<file path="src/tsr_consts.vh">
// Purpose: Shared constants of the thermostat status and readout block
// Assumes: 100 MHz core clock
// Notes:   Times are kept in their own unit; cycle counts derive from them
`ifndef TSR_CONSTS_VH
`define TSR_CONSTS_VH

// ----------------------------------------------------------------
// Timing
// ----------------------------------------------------------------
`define TSR_CLK_MHZ        100
`define TSR_RESET_US       480
`define TSR_RESET_CYC      (`TSR_RESET_US * `TSR_CLK_MHZ)
`define TSR_SAMPLE_US      30
`define TSR_SAMPLE_CYC     (`TSR_SAMPLE_US * `TSR_CLK_MHZ)
`define TSR_PWAIT_US       30
`define TSR_PWAIT_CYC      (`TSR_PWAIT_US * `TSR_CLK_MHZ)
`define TSR_PRES_US        120
`define TSR_PRES_CYC       (`TSR_PRES_US * `TSR_CLK_MHZ)
`define TSR_NVW_MS         10
`define TSR_NVW_CYC        (`TSR_NVW_MS * 1000 * `TSR_CLK_MHZ)
`define TSR_CNT_W          20

// ----------------------------------------------------------------
// Function commands
// ----------------------------------------------------------------
`define TSR_CMD_RD_TEMP    8'haa
`define TSR_CMD_START      8'hee
`define TSR_CMD_STOP       8'h22
`define TSR_CMD_WR_UPPER   8'h01
`define TSR_CMD_WR_LOWER   8'h02
`define TSR_CMD_RD_UPPER   8'ha1
`define TSR_CMD_RD_LOWER   8'ha2
`define TSR_CMD_WR_STATUS  8'h0c
`define TSR_CMD_RD_STATUS  8'hac
`define TSR_CMD_RD_COUNT   8'ha0
`define TSR_CMD_LD_COUNT   8'h41

// ----------------------------------------------------------------
// Status/configuration fields (stored part is bits 4..0)
// ----------------------------------------------------------------
`define TSR_ST_DONE        7
`define TSR_ST_ONE         6
`define TSR_ST_BUSY        5
`define TSR_ST_HIGH        4
`define TSR_ST_LOW         3
`define TSR_ST_MODE        2
`define TSR_ST_SENSE       1
`define TSR_ST_SINGLE      0

// Nonvolatile write selects
`define TSR_NV_UPPER       2'h0
`define TSR_NV_LOWER       2'h1
`define TSR_NV_CFG         2'h2

`endif

</file>
<file path="src/tsr_nvm.v">
// Purpose: Nonvolatile store of trip points and stored configuration bits
// Assumes: clear is a factory erase; rst never touches stored contents
// Notes:   Bus writes start a busy window; writes while busy are dropped
`timescale 1ns/1ps
`default_nettype none
`include "tsr_consts.vh"

module tsr_nvm #(
  parameter integer WRITE_CYC = `TSR_NVW_CYC
)(
  // Clock and reset
  input  wire       clk,
  input  wire       rst,
  input  wire       clear,
  // Write port
  input  wire       wr_en,
  input  wire [1:0] wr_sel,
  input  wire [7:0] wr_data,
  // Hardware flag sets
  input  wire       set_high,
  input  wire       set_low,
  // Stored values
  output reg  [7:0] upper,
  output reg  [7:0] lower,
  output reg  [4:0] cfg,
  output reg        busy
);

  localparam [`TSR_CNT_W-1:0] C_WRITE = WRITE_CYC[`TSR_CNT_W-1:0];

  reg [`TSR_CNT_W-1:0] tmr_r;
  wire                 wr_ok;

  assign wr_ok = wr_en & ~busy;

  // ----------------------------------------------------------------
  // Storage: deliberately outside reset so it outlives power cycles
  // ----------------------------------------------------------------
  always @(posedge clk)
  begin
    if (clear)
    begin
      upper <= 8'h00;
      lower <= 8'h00;
      cfg   <= 5'h00;
    end
    else
    begin
      if (wr_ok && wr_sel == `TSR_NV_UPPER)
        upper <= wr_data;
      if (wr_ok && wr_sel == `TSR_NV_LOWER)
        lower <= wr_data;
      if (wr_ok && wr_sel == `TSR_NV_CFG)
        cfg[2:0] <= wr_data[2:0];
      // Hardware set wins over a clearing write in the same cycle
      if (set_high)
        cfg[`TSR_ST_HIGH] <= 1'b1;
      else if (wr_ok && wr_sel == `TSR_NV_CFG)
        cfg[`TSR_ST_HIGH] <= wr_data[`TSR_ST_HIGH];
      if (set_low)
        cfg[`TSR_ST_LOW] <= 1'b1;
      else if (wr_ok && wr_sel == `TSR_NV_CFG)
        cfg[`TSR_ST_LOW] <= wr_data[`TSR_ST_LOW];
    end
  end

  // ----------------------------------------------------------------
  // Busy window
  // ----------------------------------------------------------------
  always @(posedge clk)
  begin
    if (rst)
    begin
      busy  <= 1'b0;
      tmr_r <= {`TSR_CNT_W{1'b0}};
    end
    else if (wr_ok)
    begin
      busy  <= 1'b1;
      tmr_r <= C_WRITE - 1'b1;
    end
    else if (busy)
    begin
      if (tmr_r == {`TSR_CNT_W{1'b0}})
        busy <= 1'b0;
      else
        tmr_r <= tmr_r - {{(`TSR_CNT_W-1){1'b0}}, 1'b1};
    end
  end

endmodule // tsr_nvm
`default_nettype wire

</file>
<file path="src/tsr_slot.v">
// Purpose: Line timing engine: bus reset, presence, write and read slots
// Assumes: Open-drain line with pull-up; line_in is asynchronous
// Notes:   Read slots for a 0 bit are answered by holding the line low until sample time
`timescale 1ns/1ps
`default_nettype none
`include "tsr_consts.vh"

module tsr_slot #(
  parameter integer RESET_CYC = `TSR_RESET_CYC,
  parameter integer PRES_CYC  = `TSR_PRES_CYC
)(
  // Clock and reset
  input  wire       clk,
  input  wire       rst,
  // Control
  input  wire       enable,
  input  wire       tx_en,
  input  wire       tx_bit,
  // Line
  input  wire       line_in,
  output reg        drive_low,
  // Events
  output reg        bus_reset,
  output reg        bit_strobe,
  output reg        bit_val
);

  localparam integer SAMPLE_I = `TSR_SAMPLE_CYC;
  localparam integer PWAIT_I  = `TSR_PWAIT_CYC;
  localparam [`TSR_CNT_W-1:0] C_RESET  = RESET_CYC[`TSR_CNT_W-1:0];
  localparam [`TSR_CNT_W-1:0] C_PRES   = PRES_CYC[`TSR_CNT_W-1:0];
  localparam [`TSR_CNT_W-1:0] C_SAMPLE = SAMPLE_I[`TSR_CNT_W-1:0];
  localparam [`TSR_CNT_W-1:0] C_PWAIT  = PWAIT_I[`TSR_CNT_W-1:0];
  localparam [`TSR_CNT_W-1:0] C_MAX    = {`TSR_CNT_W{1'b1}};

  localparam [1:0] S_IDLE  = 2'h0;
  localparam [1:0] S_LOW   = 2'h1;
  localparam [1:0] S_PWAIT = 2'h2;
  localparam [1:0] S_PRES  = 2'h3;

  reg [1:0]            st_r;
  reg [`TSR_CNT_W-1:0] cnt_r;
  reg                  line_m_r;
  reg                  line_s_r;
  reg                  line_d_r;

  always @(posedge clk)
  begin
    if (rst)
    begin
      st_r       <= S_IDLE;
      cnt_r      <= {`TSR_CNT_W{1'b0}};
      line_m_r   <= 1'b1;
      line_s_r   <= 1'b1;
      line_d_r   <= 1'b1;
      drive_low  <= 1'b0;
      bus_reset  <= 1'b0;
      bit_strobe <= 1'b0;
      bit_val    <= 1'b0;
    end
    else
    begin
      line_m_r   <= line_in;
      line_s_r   <= line_m_r;
      line_d_r   <= line_s_r;
      bus_reset  <= 1'b0;
      bit_strobe <= 1'b0;
      if (!enable)
      begin
        st_r      <= S_IDLE;
        cnt_r     <= {`TSR_CNT_W{1'b0}};
        drive_low <= 1'b0;
      end
      else
      begin
        case (st_r)
          S_IDLE:
          begin
            if (line_d_r && !line_s_r)
            begin
              st_r      <= S_LOW;
              cnt_r     <= {{(`TSR_CNT_W-1){1'b0}}, 1'b1};
              drive_low <= tx_en & ~tx_bit;
            end
          end
          S_LOW:
          begin
            if (cnt_r != C_MAX)
              cnt_r <= cnt_r + {{(`TSR_CNT_W-1){1'b0}}, 1'b1};
            if (cnt_r == C_SAMPLE)
            begin
              // Mid-window sample; a driven read bit is released here too
              bit_strobe <= 1'b1;
              bit_val    <= line_s_r;
              drive_low  <= 1'b0;
            end
            else if (line_s_r && cnt_r > C_SAMPLE)
            begin
              if (cnt_r > C_RESET)
              begin
                bus_reset <= 1'b1;
                st_r      <= S_PWAIT;
                cnt_r     <= {`TSR_CNT_W{1'b0}};
              end
              else
                st_r <= S_IDLE;
            end
          end
          S_PWAIT:
          begin
            cnt_r <= cnt_r + {{(`TSR_CNT_W-1){1'b0}}, 1'b1};
            if (cnt_r == C_PWAIT - 1'b1)
            begin
              st_r      <= S_PRES;
              cnt_r     <= {`TSR_CNT_W{1'b0}};
              drive_low <= 1'b1;
            end
          end
          S_PRES:
          begin
            cnt_r <= cnt_r + {{(`TSR_CNT_W-1){1'b0}}, 1'b1};
            if (cnt_r == C_PRES - 1'b1)
            begin
              st_r      <= S_IDLE;
              drive_low <= 1'b0;
            end
          end
          default:
            st_r <= S_IDLE;
        endcase
      end
    end
  end

endmodule // tsr_slot
`default_nettype wire

</file>
<file path="src/tsr_top.v">
// Purpose: Digital side of a single-pin thermometer and thermostat
// Assumes: Conversion core runs on CORE_CLK; DQ is open drain, pulled up
// Notes:   Bus mode or thermostat mode is chosen once after reset release
`timescale 1ns/1ps
`default_nettype none
`include "tsr_consts.vh"

module tsr_top #(
  parameter integer RESET_CYC = `TSR_RESET_CYC,
  parameter integer PRES_CYC  = `TSR_PRES_CYC,
  parameter integer NVW_CYC   = `TSR_NVW_CYC
)(
  // Clock and reset
  input  wire       CORE_CLK,
  input  wire       SYS_RST,
  input  wire       NVM_CLEAR,
  // Data pin, open drain
  input  wire       DQ_IN,
  output wire       DQ_OUT,
  output wire       DQ_OE,
  // Conversion core
  output wire       CONV_START,
  input  wire       CONV_VALID,
  input  wire [7:0] CONV_TEMP,
  input  wire [8:0] CONV_REMAIN,
  input  wire [8:0] CONV_SLOPE,
  // Status
  output wire       THERMO_MODE,
  output wire       THERMO_ACTIVE
);

  localparam [1:0] T_IDLE = 2'h0;
  localparam [1:0] T_CMD  = 2'h1;
  localparam [1:0] T_RX   = 2'h2;
  localparam [1:0] T_TX   = 2'h3;

  // ----------------------------------------------------------------
  // Declarations
  // ----------------------------------------------------------------
  reg  [1:0] st_r;
  reg  [7:0] sh_r;
  reg  [2:0] nbit_r;
  reg  [7:0] cmd_r;
  reg  [8:0] tx_sh_r;
  reg  [3:0] tx_left_r;
  reg  [7:0] temp_r;
  reg  [8:0] count_r;
  reg  [8:0] slope_r;
  reg        conv_run_r;
  reg        conv_busy_r;
  reg        done_r;
  reg        start_r;
  reg        mode_known_r;
  reg        thermo_mode_r;
  reg        thermo_act_r;
  reg        dq_oe_r;
  reg        nvm_wr_r;
  reg  [1:0] nvm_sel_r;
  reg  [7:0] nvm_data_r;
  wire [7:0] sh_nxt;
  wire [7:0] nv_upper;
  wire [7:0] nv_lower;
  wire [4:0] nv_cfg;
  wire       nv_busy;
  wire       slot_drive;
  wire       slot_reset;
  wire       slot_strobe;
  wire       slot_bit;
  wire       above_upper;
  wire       below_lower;
  wire       set_high;
  wire       set_low;
  wire [7:0] status_byte;

  // Data length in bits that a read command returns, zero for others
  function [3:0] tsr_tx_len;
    input [7:0] cmd;
    begin
      case (cmd)
        `TSR_CMD_RD_TEMP,
        `TSR_CMD_RD_UPPER,
        `TSR_CMD_RD_LOWER,
        `TSR_CMD_RD_STATUS: tsr_tx_len = 4'h8;
        `TSR_CMD_RD_COUNT:  tsr_tx_len = 4'h9;
        default:            tsr_tx_len = 4'h0;
      endcase
    end
  endfunction

  // ----------------------------------------------------------------
  // Submodules
  // ----------------------------------------------------------------
  tsr_slot #(
    .RESET_CYC (RESET_CYC),
    .PRES_CYC  (PRES_CYC)
  ) u_slot (
    .clk        (CORE_CLK),
    .rst        (SYS_RST),
    .enable     (mode_known_r & ~thermo_mode_r),
    .tx_en      (st_r == T_TX),
    .tx_bit     (tx_sh_r[0]),
    .line_in    (DQ_IN),
    .drive_low  (slot_drive),
    .bus_reset  (slot_reset),
    .bit_strobe (slot_strobe),
    .bit_val    (slot_bit)
  );

  tsr_nvm #(
    .WRITE_CYC (NVW_CYC)
  ) u_nvm (
    .clk      (CORE_CLK),
    .rst      (SYS_RST),
    .clear    (NVM_CLEAR),
    .wr_en    (nvm_wr_r),
    .wr_sel   (nvm_sel_r),
    .wr_data  (nvm_data_r),
    .set_high (set_high),
    .set_low  (set_low),
    .upper    (nv_upper),
    .lower    (nv_lower),
    .cfg      (nv_cfg),
    .busy     (nv_busy)
  );

  // ----------------------------------------------------------------
  // Comparison of a fresh result
  // ----------------------------------------------------------------
  assign above_upper = $signed(CONV_TEMP) > $signed(nv_upper);
  assign below_lower = $signed(CONV_TEMP) < $signed(nv_lower);
  // Flags land on the same edge as the temperature register
  assign set_high = CONV_VALID & above_upper;
  assign set_low  = CONV_VALID & below_lower;

  assign status_byte = {done_r, 1'b1, nv_busy, nv_cfg};
  assign sh_nxt      = {slot_bit, sh_r[7:1]};

  // ----------------------------------------------------------------
  // Command engine and conversion control
  // ----------------------------------------------------------------
  always @(posedge CORE_CLK)
  begin
    if (SYS_RST)
    begin
      st_r          <= T_IDLE;
      sh_r          <= 8'h00;
      nbit_r        <= 3'h0;
      cmd_r         <= 8'h00;
      tx_sh_r       <= 9'h000;
      tx_left_r     <= 4'h0;
      temp_r        <= 8'h00;
      count_r       <= 9'h000;
      slope_r       <= 9'h000;
      conv_run_r    <= 1'b0;
      conv_busy_r   <= 1'b0;
      done_r        <= 1'b0;
      start_r       <= 1'b0;
      mode_known_r  <= 1'b0;
      thermo_mode_r <= 1'b0;
      thermo_act_r  <= 1'b0;
      nvm_wr_r      <= 1'b0;
      nvm_sel_r     <= `TSR_NV_UPPER;
      nvm_data_r    <= 8'h00;
    end
    else
    begin
      start_r  <= 1'b0;
      nvm_wr_r <= 1'b0;

      // Stored mode is taken once, the cycle after reset release
      if (!mode_known_r)
      begin
        mode_known_r  <= 1'b1;
        thermo_mode_r <= nv_cfg[`TSR_ST_MODE];
        if (nv_cfg[`TSR_ST_MODE])
        begin
          conv_run_r  <= 1'b1;
          conv_busy_r <= 1'b1;
          start_r     <= 1'b1;
        end
      end

      if (CONV_VALID)
      begin
        temp_r      <= CONV_TEMP;
        count_r     <= CONV_REMAIN;
        slope_r     <= CONV_SLOPE;
        conv_busy_r <= 1'b0;
        if (above_upper)
          thermo_act_r <= 1'b1;
        else if (below_lower)
          thermo_act_r <= 1'b0;
        if (conv_run_r)
        begin
          start_r     <= 1'b1;
          conv_busy_r <= 1'b1;
        end
        else
          done_r <= 1'b1;
      end

      if (slot_reset)
      begin
        st_r   <= T_CMD;
        nbit_r <= 3'h0;
      end
      else if (slot_strobe)
      begin
        case (st_r)
          T_CMD:
          begin
            sh_r   <= sh_nxt;
            nbit_r <= nbit_r + 3'h1;
            if (nbit_r == 3'h7)
            begin
              cmd_r     <= sh_nxt;
              st_r      <= T_IDLE;
              tx_left_r <= tsr_tx_len(sh_nxt);
              if (tsr_tx_len(sh_nxt) != 4'h0)
                st_r <= T_TX;
              case (sh_nxt)
                `TSR_CMD_RD_TEMP:   tx_sh_r <= {1'b0, temp_r};
                `TSR_CMD_RD_UPPER:  tx_sh_r <= {1'b0, nv_upper};
                `TSR_CMD_RD_LOWER:  tx_sh_r <= {1'b0, nv_lower};
                `TSR_CMD_RD_STATUS: tx_sh_r <= {1'b0, status_byte};
                `TSR_CMD_RD_COUNT:  tx_sh_r <= count_r;
                `TSR_CMD_LD_COUNT:  count_r <= slope_r;
                `TSR_CMD_WR_UPPER,
                `TSR_CMD_WR_LOWER,
                `TSR_CMD_WR_STATUS: st_r <= T_RX;
                `TSR_CMD_START:
                begin
                  done_r     <= 1'b0;
                  conv_run_r <= ~nv_cfg[`TSR_ST_SINGLE];
                  if (!conv_busy_r)
                  begin
                    start_r     <= 1'b1;
                    conv_busy_r <= 1'b1;
                  end
                end
                `TSR_CMD_STOP:
                begin
                  // A one-shot run is not cut short by stop
                  if (!nv_cfg[`TSR_ST_SINGLE])
                    conv_run_r <= 1'b0;
                end
                default:
                  tx_sh_r <= tx_sh_r;
              endcase
            end
          end
          T_RX:
          begin
            sh_r   <= sh_nxt;
            nbit_r <= nbit_r + 3'h1;
            if (nbit_r == 3'h7)
            begin
              st_r       <= T_IDLE;
              nvm_wr_r   <= 1'b1;
              nvm_data_r <= sh_nxt;
              case (cmd_r)
                `TSR_CMD_WR_UPPER: nvm_sel_r <= `TSR_NV_UPPER;
                `TSR_CMD_WR_LOWER: nvm_sel_r <= `TSR_NV_LOWER;
                default:           nvm_sel_r <= `TSR_NV_CFG;
              endcase
            end
          end
          T_TX:
          begin
            tx_sh_r   <= {1'b0, tx_sh_r[8:1]};
            tx_left_r <= tx_left_r - 4'h1;
            if (tx_left_r == 4'h1)
              st_r <= T_IDLE;
          end
          default:
            st_r <= T_IDLE;
        endcase
      end
    end
  end

  // ----------------------------------------------------------------
  // Pin drive
  // ----------------------------------------------------------------
  // In thermostat mode the pin is low when the output level is low,
  // i.e. when the active state and the sense bit differ.
  always @(posedge CORE_CLK)
  begin
    if (SYS_RST)
      dq_oe_r <= 1'b0;
    else if (thermo_mode_r)
      dq_oe_r <= thermo_act_r ^ nv_cfg[`TSR_ST_SENSE];
    else
      dq_oe_r <= slot_drive;
  end

  assign DQ_OUT        = 1'b0;
  assign DQ_OE         = dq_oe_r;
  assign CONV_START    = start_r;
  assign THERMO_MODE   = thermo_mode_r;
  assign THERMO_ACTIVE = thermo_act_r;

endmodule // tsr_top
`default_nettype wire

</file>
<file path="config.mk">
export PLATFORM = sky130hd
export DESIGN_NAME = tsr_top
export DESIGN_NICKNAME = d
export VERILOG_FILES = /design/src/tsr_nvm.v /design/src/tsr_slot.v /design/src/tsr_top.v
export VERILOG_INCLUDE_DIRS = /design/src
export SDC_FILE = /design/constraint.sdc
export NUM_CORES = 1
export LEC_CHECK = 0
export ABC_AREA = 1
export BUFFER_PORTS_ARGS = -buffer_cell sky130_fd_sc_hd__buf_2
export CORE_MARGIN = 10
export CORE_UTILIZATION = 60
export CTS_BUF_LIST = sky130_fd_sc_hd__clkbuf_8
export DETAILED_ROUTE_END_ITERATION = 8
export GPL_TIMING_DRIVEN = 0
export PLACE_DENSITY = 0.78
export SLEW_MARGIN = 20
export SYNTH_ARGS = -nofsm -noshare
export SYNTH_HDL_FRONTEND = slang
export SYNTH_SLANG_ARGS = --single-unit
</file>
<file path="constraint.sdc">
create_clock -name CORE_CLK -period 2.8 [get_ports CORE_CLK]
set_input_delay 0.14 -clock CORE_CLK [delete_from_list [all_inputs] [get_ports CORE_CLK]]
set_output_delay 0.14 -clock CORE_CLK [all_outputs]
set_load 0.03 [all_outputs]
</file>
==> results of run 1 <==
[final cells by class]
cell class | instances | area, µm²
plain buffers | 41 | 227.7
clock buffers | 18 | 247.7
clock inverters | 13 | 157.7
fillers | 1272 | 4382
inverters | 175 | 656.9
multi-input cells | 944 | 4695
flip-flops and latches | 149 | 2983
well taps | 180 | 225.2
repair buffers | 53 | 360.3
[state kept, by name, summed over array words and instances (netlist names), 2 cells and up, named ones only]
signal and cells:
u_nvm.lower 8, cmd_r 8, tx_left_r 4, temp_r 8, tx_sh_r 9, st_r 2, u_nvm.tmr_r 20, u_nvm.upper 8
nvm_sel_r 2, u_nvm.cfg 5, slope_r 9, nbit_r 3, nvm_data_r 8, count_r 9, u_slot.cnt_r 20, sh_r 7
[synthesized netlist by cell type, drive strengths merged (17+ instances only)]
| cell | n | share of area |
|---|---|---|
| inv | 172 | 0.075 |
| a211oi | 17 | 0.015 |
| nor2 | 204 | 0.098 |
| buf | 18 | 0.016 |
| nand2 | 336 | 0.16 |
| ha | 25 | 0.037 |
| o21ai | 98 | 0.059 |
| a21oi | 77 | 0.045 |
| nor3 | 21 | 0.015 |
| clkbuf | 23 | 0.011 |
| nand3 | 98 | 0.063 |
| dfxtp | 149 | 0.35 |
[power groups by stage]
stage          Combinational [µW]  Sequential (µW)  Clock, µW
2_1_floorplan                 129             2220          0
3_3_place_gp                  207             2220          0
3_5_place_dp                  213             2220          0
4_1_cts                       234             2170       1750
5_1_grt                       267             2170       1840
6_report                      237             2170       1740
[cells by family after synthesis]
logic type      count (synthesis)  share of synthesized area
flops                         149                     0.3484
fa+ha+maj                      25                    0.03653
compound gates                215                     0.1418
other cells                     1                  0.0004380
xor+xnor                       15                    0.01534
buf+inv                       216                     0.1033
simple gates                  688                     0.3542
[metal layers]
metal  wire, µm  vias up  track usage
li1           -     4356            -
met1      11150     3859       0.3256
met2       9987      270       0.3590
met3       1675       38      0.05376
met4        399        0      0.06864
met5          0        -            0
[stage by stage]
step / instance area (µm²) / util / setup slack, ns / total power [µW] / hold WS (ns)
4_1_cts: 9553 / 0.6856 / 0.5373 / 4156 / 0.01470
3_5_place_dp: 8957 / 0.6428 / 0.5608 / 2432 / 0.3328
5_1_grt: 9553 / 0.6856 / 0.2654 / 4275 / 0.07203
3_3_place_gp: 8957 / 0.6428 / 0.5752 / 2426 / 0.3267
6_report: 9553 / 0.6856 / 0.4703 / 4148 / 0.02941
2_1_floorplan: 8562 / - / 1.090 / 2347 / 0.2185
[worst register-to-register path, delay by kind of cell (launching register included)]
family / cells / cell delay, ns
buffers and inverters: 2 / 0.44
adders and majority gates: 2 / 0.30
and+or+nand+nor: 4 / 1.12
DFF: 1 / 0.37
[worst paths after layout]
| kind | start | to | slack [ns] | cells after the start |
|---|---|---|---|---|
| worst max-delay path | nbit_r[0] | count_r[7] | 0.47 | 8 |
| worst min-delay path | CONV_REMAIN[4] | count_r[4] | 0.03 | 5 |
| worst max register to register | nbit_r[0] | count_r[7] | 0.47 | 8 |
| worst min register to register | u_slot.line_m_r | u_slot.line_s_r | 0.45 | 1 |
==> run summary, run 1 <==
Place
* Port Buf Inserts: 34
* sum of net half-perimeters after detailed placement: 17260 µm
* dpl cells: 1523
* final weighted congestion in routability-driven placement: 1.007

CTS
* clock tree from TritonCTS: done
* H-tree levels: 4
* Hold Buf Count CTS: 19
* clock-pin slew reported for the worst setup and hold paths after clock tree synthesis: 0.08 ns
* CTS Root Cell: sky130_fd_sc_hd__clkbuf_8
* Post-CTS Resized: 0
* Max Root-Sink Buffers: 2
* Num CTS Buffers: 17
* Skew-Pair Late Insertion Delay: 0.47 ns
* Post-CTS Setup Repair Bufs: 0
* Sink Count: 149

Final layout
* fin nets: 1437
* diode count: 0
* most common cell after layout, fill and taps aside: sky130_fd_sc_hd__nand2_1
* final std cells w/o fill: 1573
* commonest cells after routing, fill and taps aside: sky130_fd_sc_hd__nand2_1, sky130_fd_sc_hd__nor2_1, sky130_fd_sc_hd__inv_1, sky130_fd_sc_hd__dfxtp_1, sky130_fd_sc_hd__o21ai_0
* area growth from synthesis to layout: 11.57%
* proportion of layout cells with a drive suffix above 1: 0.1141

Detailed routing
* vias post-DR: 8523
* number of DRC markers in iteration 0: 793
* DRC violations left: 0
* DR vias/cell: 5.418
* detailed-router iteration count before antenna repair: 8
* antenna viol nets, final: 0
* routed len/inst: 14.76 µm
* aggregate routed wire length: 23210 µm

Floorplan
* total I/O pin count: 36
* number of rows in the core area: 43
* Chip Height: 139.5 µm
* die extent in x: 139.5 µm
* effective utilization at floorplan: 0.6144
* die outline area: 0.01945 mm²
* placeable core region: 0.01393 mm²

STA
* setup_tns: 0 ns
* fmax: 429.2 MHz
* Fin. Hold Viols: 0
* Final setup viols: 0
* number of pins with negative max-slew slack in the final report: 0
* fin crit share: 0.8320
* Final Critical Period: 2.330 ns
* slew at the pin closest to its max-slew limit: 0.6435 ns
* final worst clock skew: 0.01677 ns
* setup repair after global routing missed its margin: false
* Slew Limit Headroom: 0.5694

Setup path
* library cell contributing the largest single delay on the critical path: sky130_fd_sc_hd__nor3_2
* Critical Path RT: 3.15 ns
* most prevalent standard cell on the critical path: sky130_fd_sc_hd__ha_1
* CP Data Arrival Time: 2.68 ns
* crit-path cells: ha_1 > ha_1 > inv_1 > nor3_2 > nand2_1 > clkbuf_1 > nor3_1 > nor2_1
* startpoint kind of the worst setup timing path: flop
* classification of the worst setup path: flop to flop
* sum of buffers and inverters on the critical path: 2
* peak fanout along the critical path: 10
* critical path's top delay family: simple AND/OR/NAND/NOR gates
* highest cell delay on the worst timing path: 0.48 ns
* kind of capture point of the worst setup path: flop

Power
* share of total power in sequential cells: 0.523
* worst supply voltage drop on vdd: 0.3370 mV
* internal power consumption: 3135 µW
* power density relative to cell area: 434.3 mW/mm²
* Switching Fraction: 0.2443
* clock group share of total power: 0.420
* cell leakage power: 0.004365 µW
* Switch Pwr: 1013 µW
* relative contribution of combinational cells to total power: 0.057

Global routing
* Overflow after GRT: 0
* overall routing resource usage: 0.2362
* largest net degree at the start of global routing: 17
* number of global-route vias before repair: 7901
* antenna violations before repair: 0
* global-route wire length before repair: 38410 µm

Logic synthesis
* number of distinct standard cells referenced by the synthesized netlist: 48
* number of enable flip-flop cells after synthesis: 0
* Post-synth top flop: sky130_fd_sc_hd__dfxtp_1
* FF+latch count, synth: 149
* Post-Synthesis Cells: 1309
* post-synthesis sequential area ratio: 0.3484
* async set-reset flop share out of synthesis: 0
* synthesized net count: 1365
* area of the mapped netlist: 0.008562 mm²
* synthesis warning total: 0
* Synth Area per Inst: 6.541 µm²

Outcome
* run status: complete, no violations

Flow run
* count of maximum capacitance violations: 0

Hold path
* min-delay worst type: primary input to flop

Power figures use the tool's default switching activity.
==> inputs of run 2 (changes only) <==
Settings changed: CORE_UTILIZATION 60 to 58, PLACE_DENSITY 0.78 to 0.79.
Clock period 2.8 ns to 2.08 ns, I/O delays scaled along.
==> run summary, run 2 (same netlist as run 1, synthesis figures left out) <==
Detailed routing
* vias post-DR: 8603, +0.94%
* DR vias/cell: 5.421, about the same
* antenna viol nets, final: 0, unchanged
* number of DRC markers in iteration 0: 782, -1.4%
* DRC violations left: 0, unchanged
* routed len/inst: 14.50 µm, -1.7%
* aggregate routed wire length: 23010 µm, -0.85%
* detailed-router iteration count before antenna repair: 5, -3

Flow run
* count of maximum capacitance violations: 0, unchanged

Setup path
* kind of capture point of the worst setup path: flop
* logic depth of the worst register-to-register path: 11, +3
* highest cell delay on the worst timing path: 0.34 ns, -0.14 ns
* library cell contributing the largest single delay on the critical path: sky130_fd_sc_hd__dfxtp_1
* sum of buffers and inverters on the critical path: 2, unchanged
* setup slack on the worst flop-to-flop path: 0.15 ns, -0.32 ns
* startpoint kind of the worst setup timing path: flop
* Worst R2R End: tx_sh_r[3]
* crit-path cells: inv_2 > nand2_1 > nor2_1 > nand2_1 > inv_1 > nand2_1 > o21ai_0 > nor2_1 > nand3_1 > nand2_1 > a21oi_1
* classification of the worst setup path: flop to flop
* Critical Path RT: 2.47 ns, -0.68 ns
* most prevalent standard cell on the critical path: sky130_fd_sc_hd__nand2_1
* critical path's top delay family: simple AND/OR/NAND/NOR gates
* peak fanout along the critical path: 7, -3
* CP Data Arrival Time: 2.32 ns, -0.36 ns
* launch instance of the worst register-to-register path: sh_r[5]

Power
* cell leakage power: 0.004460 µW, +2.2%
* worst supply voltage drop on vdd: 0.5289 mV, +57%
* power density relative to cell area: 581.5 mW/mm², +34%

CTS
* CTS Root Cell: sky130_fd_sc_hd__clkbuf_8
* clock tree from TritonCTS: done
* Skew-Pair Late Insertion Delay: 0.47 ns, about the same
* Sink Count: 149, unchanged
* clock-pin slew reported for the worst setup and hold paths after clock tree synthesis: 0.08 ns, about the same
* H-tree levels: 4, unchanged
* Num CTS Buffers: 17, unchanged
* Max Root-Sink Buffers: 2, unchanged

STA
* fmax: 517.2 MHz, +20%
* Final Critical Period: 1.933 ns, -0.3963 ns
* number of pins with negative max-slew slack in the final report: 0, unchanged
* setup_tns: 0 ns, unchanged
* slack of the critical path: 0.1466 ns, -0.3237 ns
* Final setup viols: 0, unchanged
* Slew Limit Headroom: 0.6020, +0.03258
* Fin. Hold Viols: 0, unchanged
* slew at the pin closest to its max-slew limit: 0.5971 ns, -0.04650 ns
* final worst clock skew: 0.01155 ns, -0.005221 ns
* setup repair after global routing missed its margin: true
* fin crit share: 0.9295, +0.09749
* Post-Route Hold Slack: 0.01238 ns, -0.01703 ns

Global routing
* met1 Resource Use GR: 0.3057, -0.01991
* Overflow after GRT: 0, unchanged
* largest net degree at the start of global routing: 17, unchanged
* antenna violations before repair: 0, unchanged
* overall routing resource usage: 0.2266, -0.009543
* number of global-route vias before repair: 7846, -0.70%
* GR peak layer: met2
* met2 track demand over resource in global routing: 0.3599, +0.0008668
* routing usage on met3: 0.04005, -0.01371
* global-route wire length before repair: 37580 µm, -2.2%

Final layout
* sequential standard cell area: 0.002995 mm², +0.42%
* commonest cells after routing, fill and taps aside: sky130_fd_sc_hd__nand2_1, sky130_fd_sc_hd__nor2_1, sky130_fd_sc_hd__inv_1, sky130_fd_sc_hd__dfxtp_1, sky130_fd_sc_hd__o21ai_0
* fin area: 0.009734 mm², +1.9%
* diode count: 0, unchanged
* registers with the highest flip-flop counts: u_nvm.tmr_r x20, u_slot.cnt_r x20
* final core utilization: 0.6723, -0.01324
* area growth from synthesis to layout: 13.69%
* fin nets: 1446, +0.63%
* proportion of layout cells with a drive suffix above 1: 0.1340, +0.01986
* most common cell after layout, fill and taps aside: sky130_fd_sc_hd__nand2_1
* Filler Cells Inserted: 1298, +2.0%
* total area of multi-input combinational cells: 0.004756 mm², +1.3%

Place
* final weighted congestion in routability-driven placement: 0.9684, -3.8%
* standard cell area after detailed placement: 0.008962 mm², about the same
* Port Buf Inserts: 34, unchanged
* sum of net half-perimeters after detailed placement: 16880 µm, -2.2%
* worst slack at placement: -0.1215 ns, -0.6823 ns

Floorplan
* placeable core region: 0.01448 mm², +3.9%
* effective utilization at floorplan: 0.5913, -0.02310
* die extent in x: 141.5 µm, +1.5%
* total I/O pin count: 36, unchanged
* Chip Height: 141.5 µm, +1.5%
* die outline area: 0.02002 mm², +3.0%
* number of rows in the core area: 44, +2.3%

Outcome
* run status: complete, no violations

Hold path
* number of cells on the worst hold path: 5, unchanged
* endpoint of the worst hold path: count_r[8]
* min-delay worst type: primary input to flop
* startpoint of the most critical hold path: CONV_REMAIN[8]

==> run 2: cell type report <==
cell class,count,area share
multi-input combinational,944,0.4886
sequential,149,0.3077
inverter,175,0.06787
timing repair buffer,63,0.04550
clock buffer,18,0.02545
tap,184,0.02365
buffer,40,0.02314
clock inverter,14,0.01812
==> run 2: repair_timing <==
action | 4_1_cts | 5_1_grt
setup endpoints to repair | 13 | 57
buffers inserted | 1 | 6
endpoints found under the hold margin | 22 | 0
hold buffers | 22 | 0
gates resized for setup | 5 | 26
pin swaps | 1 | 4
==> run 2: per-layer routing <==
layer  up-vias  wire, µm
li1       4354         -
met1      3916     10580
met2       303     10480
met3        30      1633
met4         0       319
met5         -         0
==> run 2: metrics by stage <==
stage	cells	power (µW)
2_1_floorplan	1309	3159
3_3_place_gp	1527	3263
3_5_place_dp	1527	3269
4_1_cts	1582	5669
5_1_grt	1587	5816
6_report	1587	5660
==> run 2: how the worst max path moves through the flow <==
stage | start | endpoint | slack, ns | cells after the start
floorplan | u_slot.cnt_r[0] | u_slot.cnt_r[6] | 0.37 | 14
detailed placement | nbit_r[0] | count_r[8] | -0.12 | 8
global placement | nbit_r[0] | count_r[8] | -0.13 | 8
CTS | u_slot.cnt_r[1] | u_slot.cnt_r[4] | 0.02 | 14
global route | nbit_r[0] | count_r[8] | -0.008 | 8
finish | sh_r[5] | tx_sh_r[3] | 0.15 | 11
==> run 2: power by group <==
| part | internal, µW | switching, µW |
|---|---|---|
| Clock | 1230 | 1190 |
| Combinational | 123 | 198 |
| Sequential | 2890 | 24.9 |
==> run 2: worst min-delay path: cells and delay by family <==
| family | cells | cell delay [ns] |
|---|---|---|
| AOI/OAI and AO/OA | 2 | 0.13 |
| buffers and inverters | 1 | 0.08 |
| and+or+nand+nor | 2 | 0.12 |
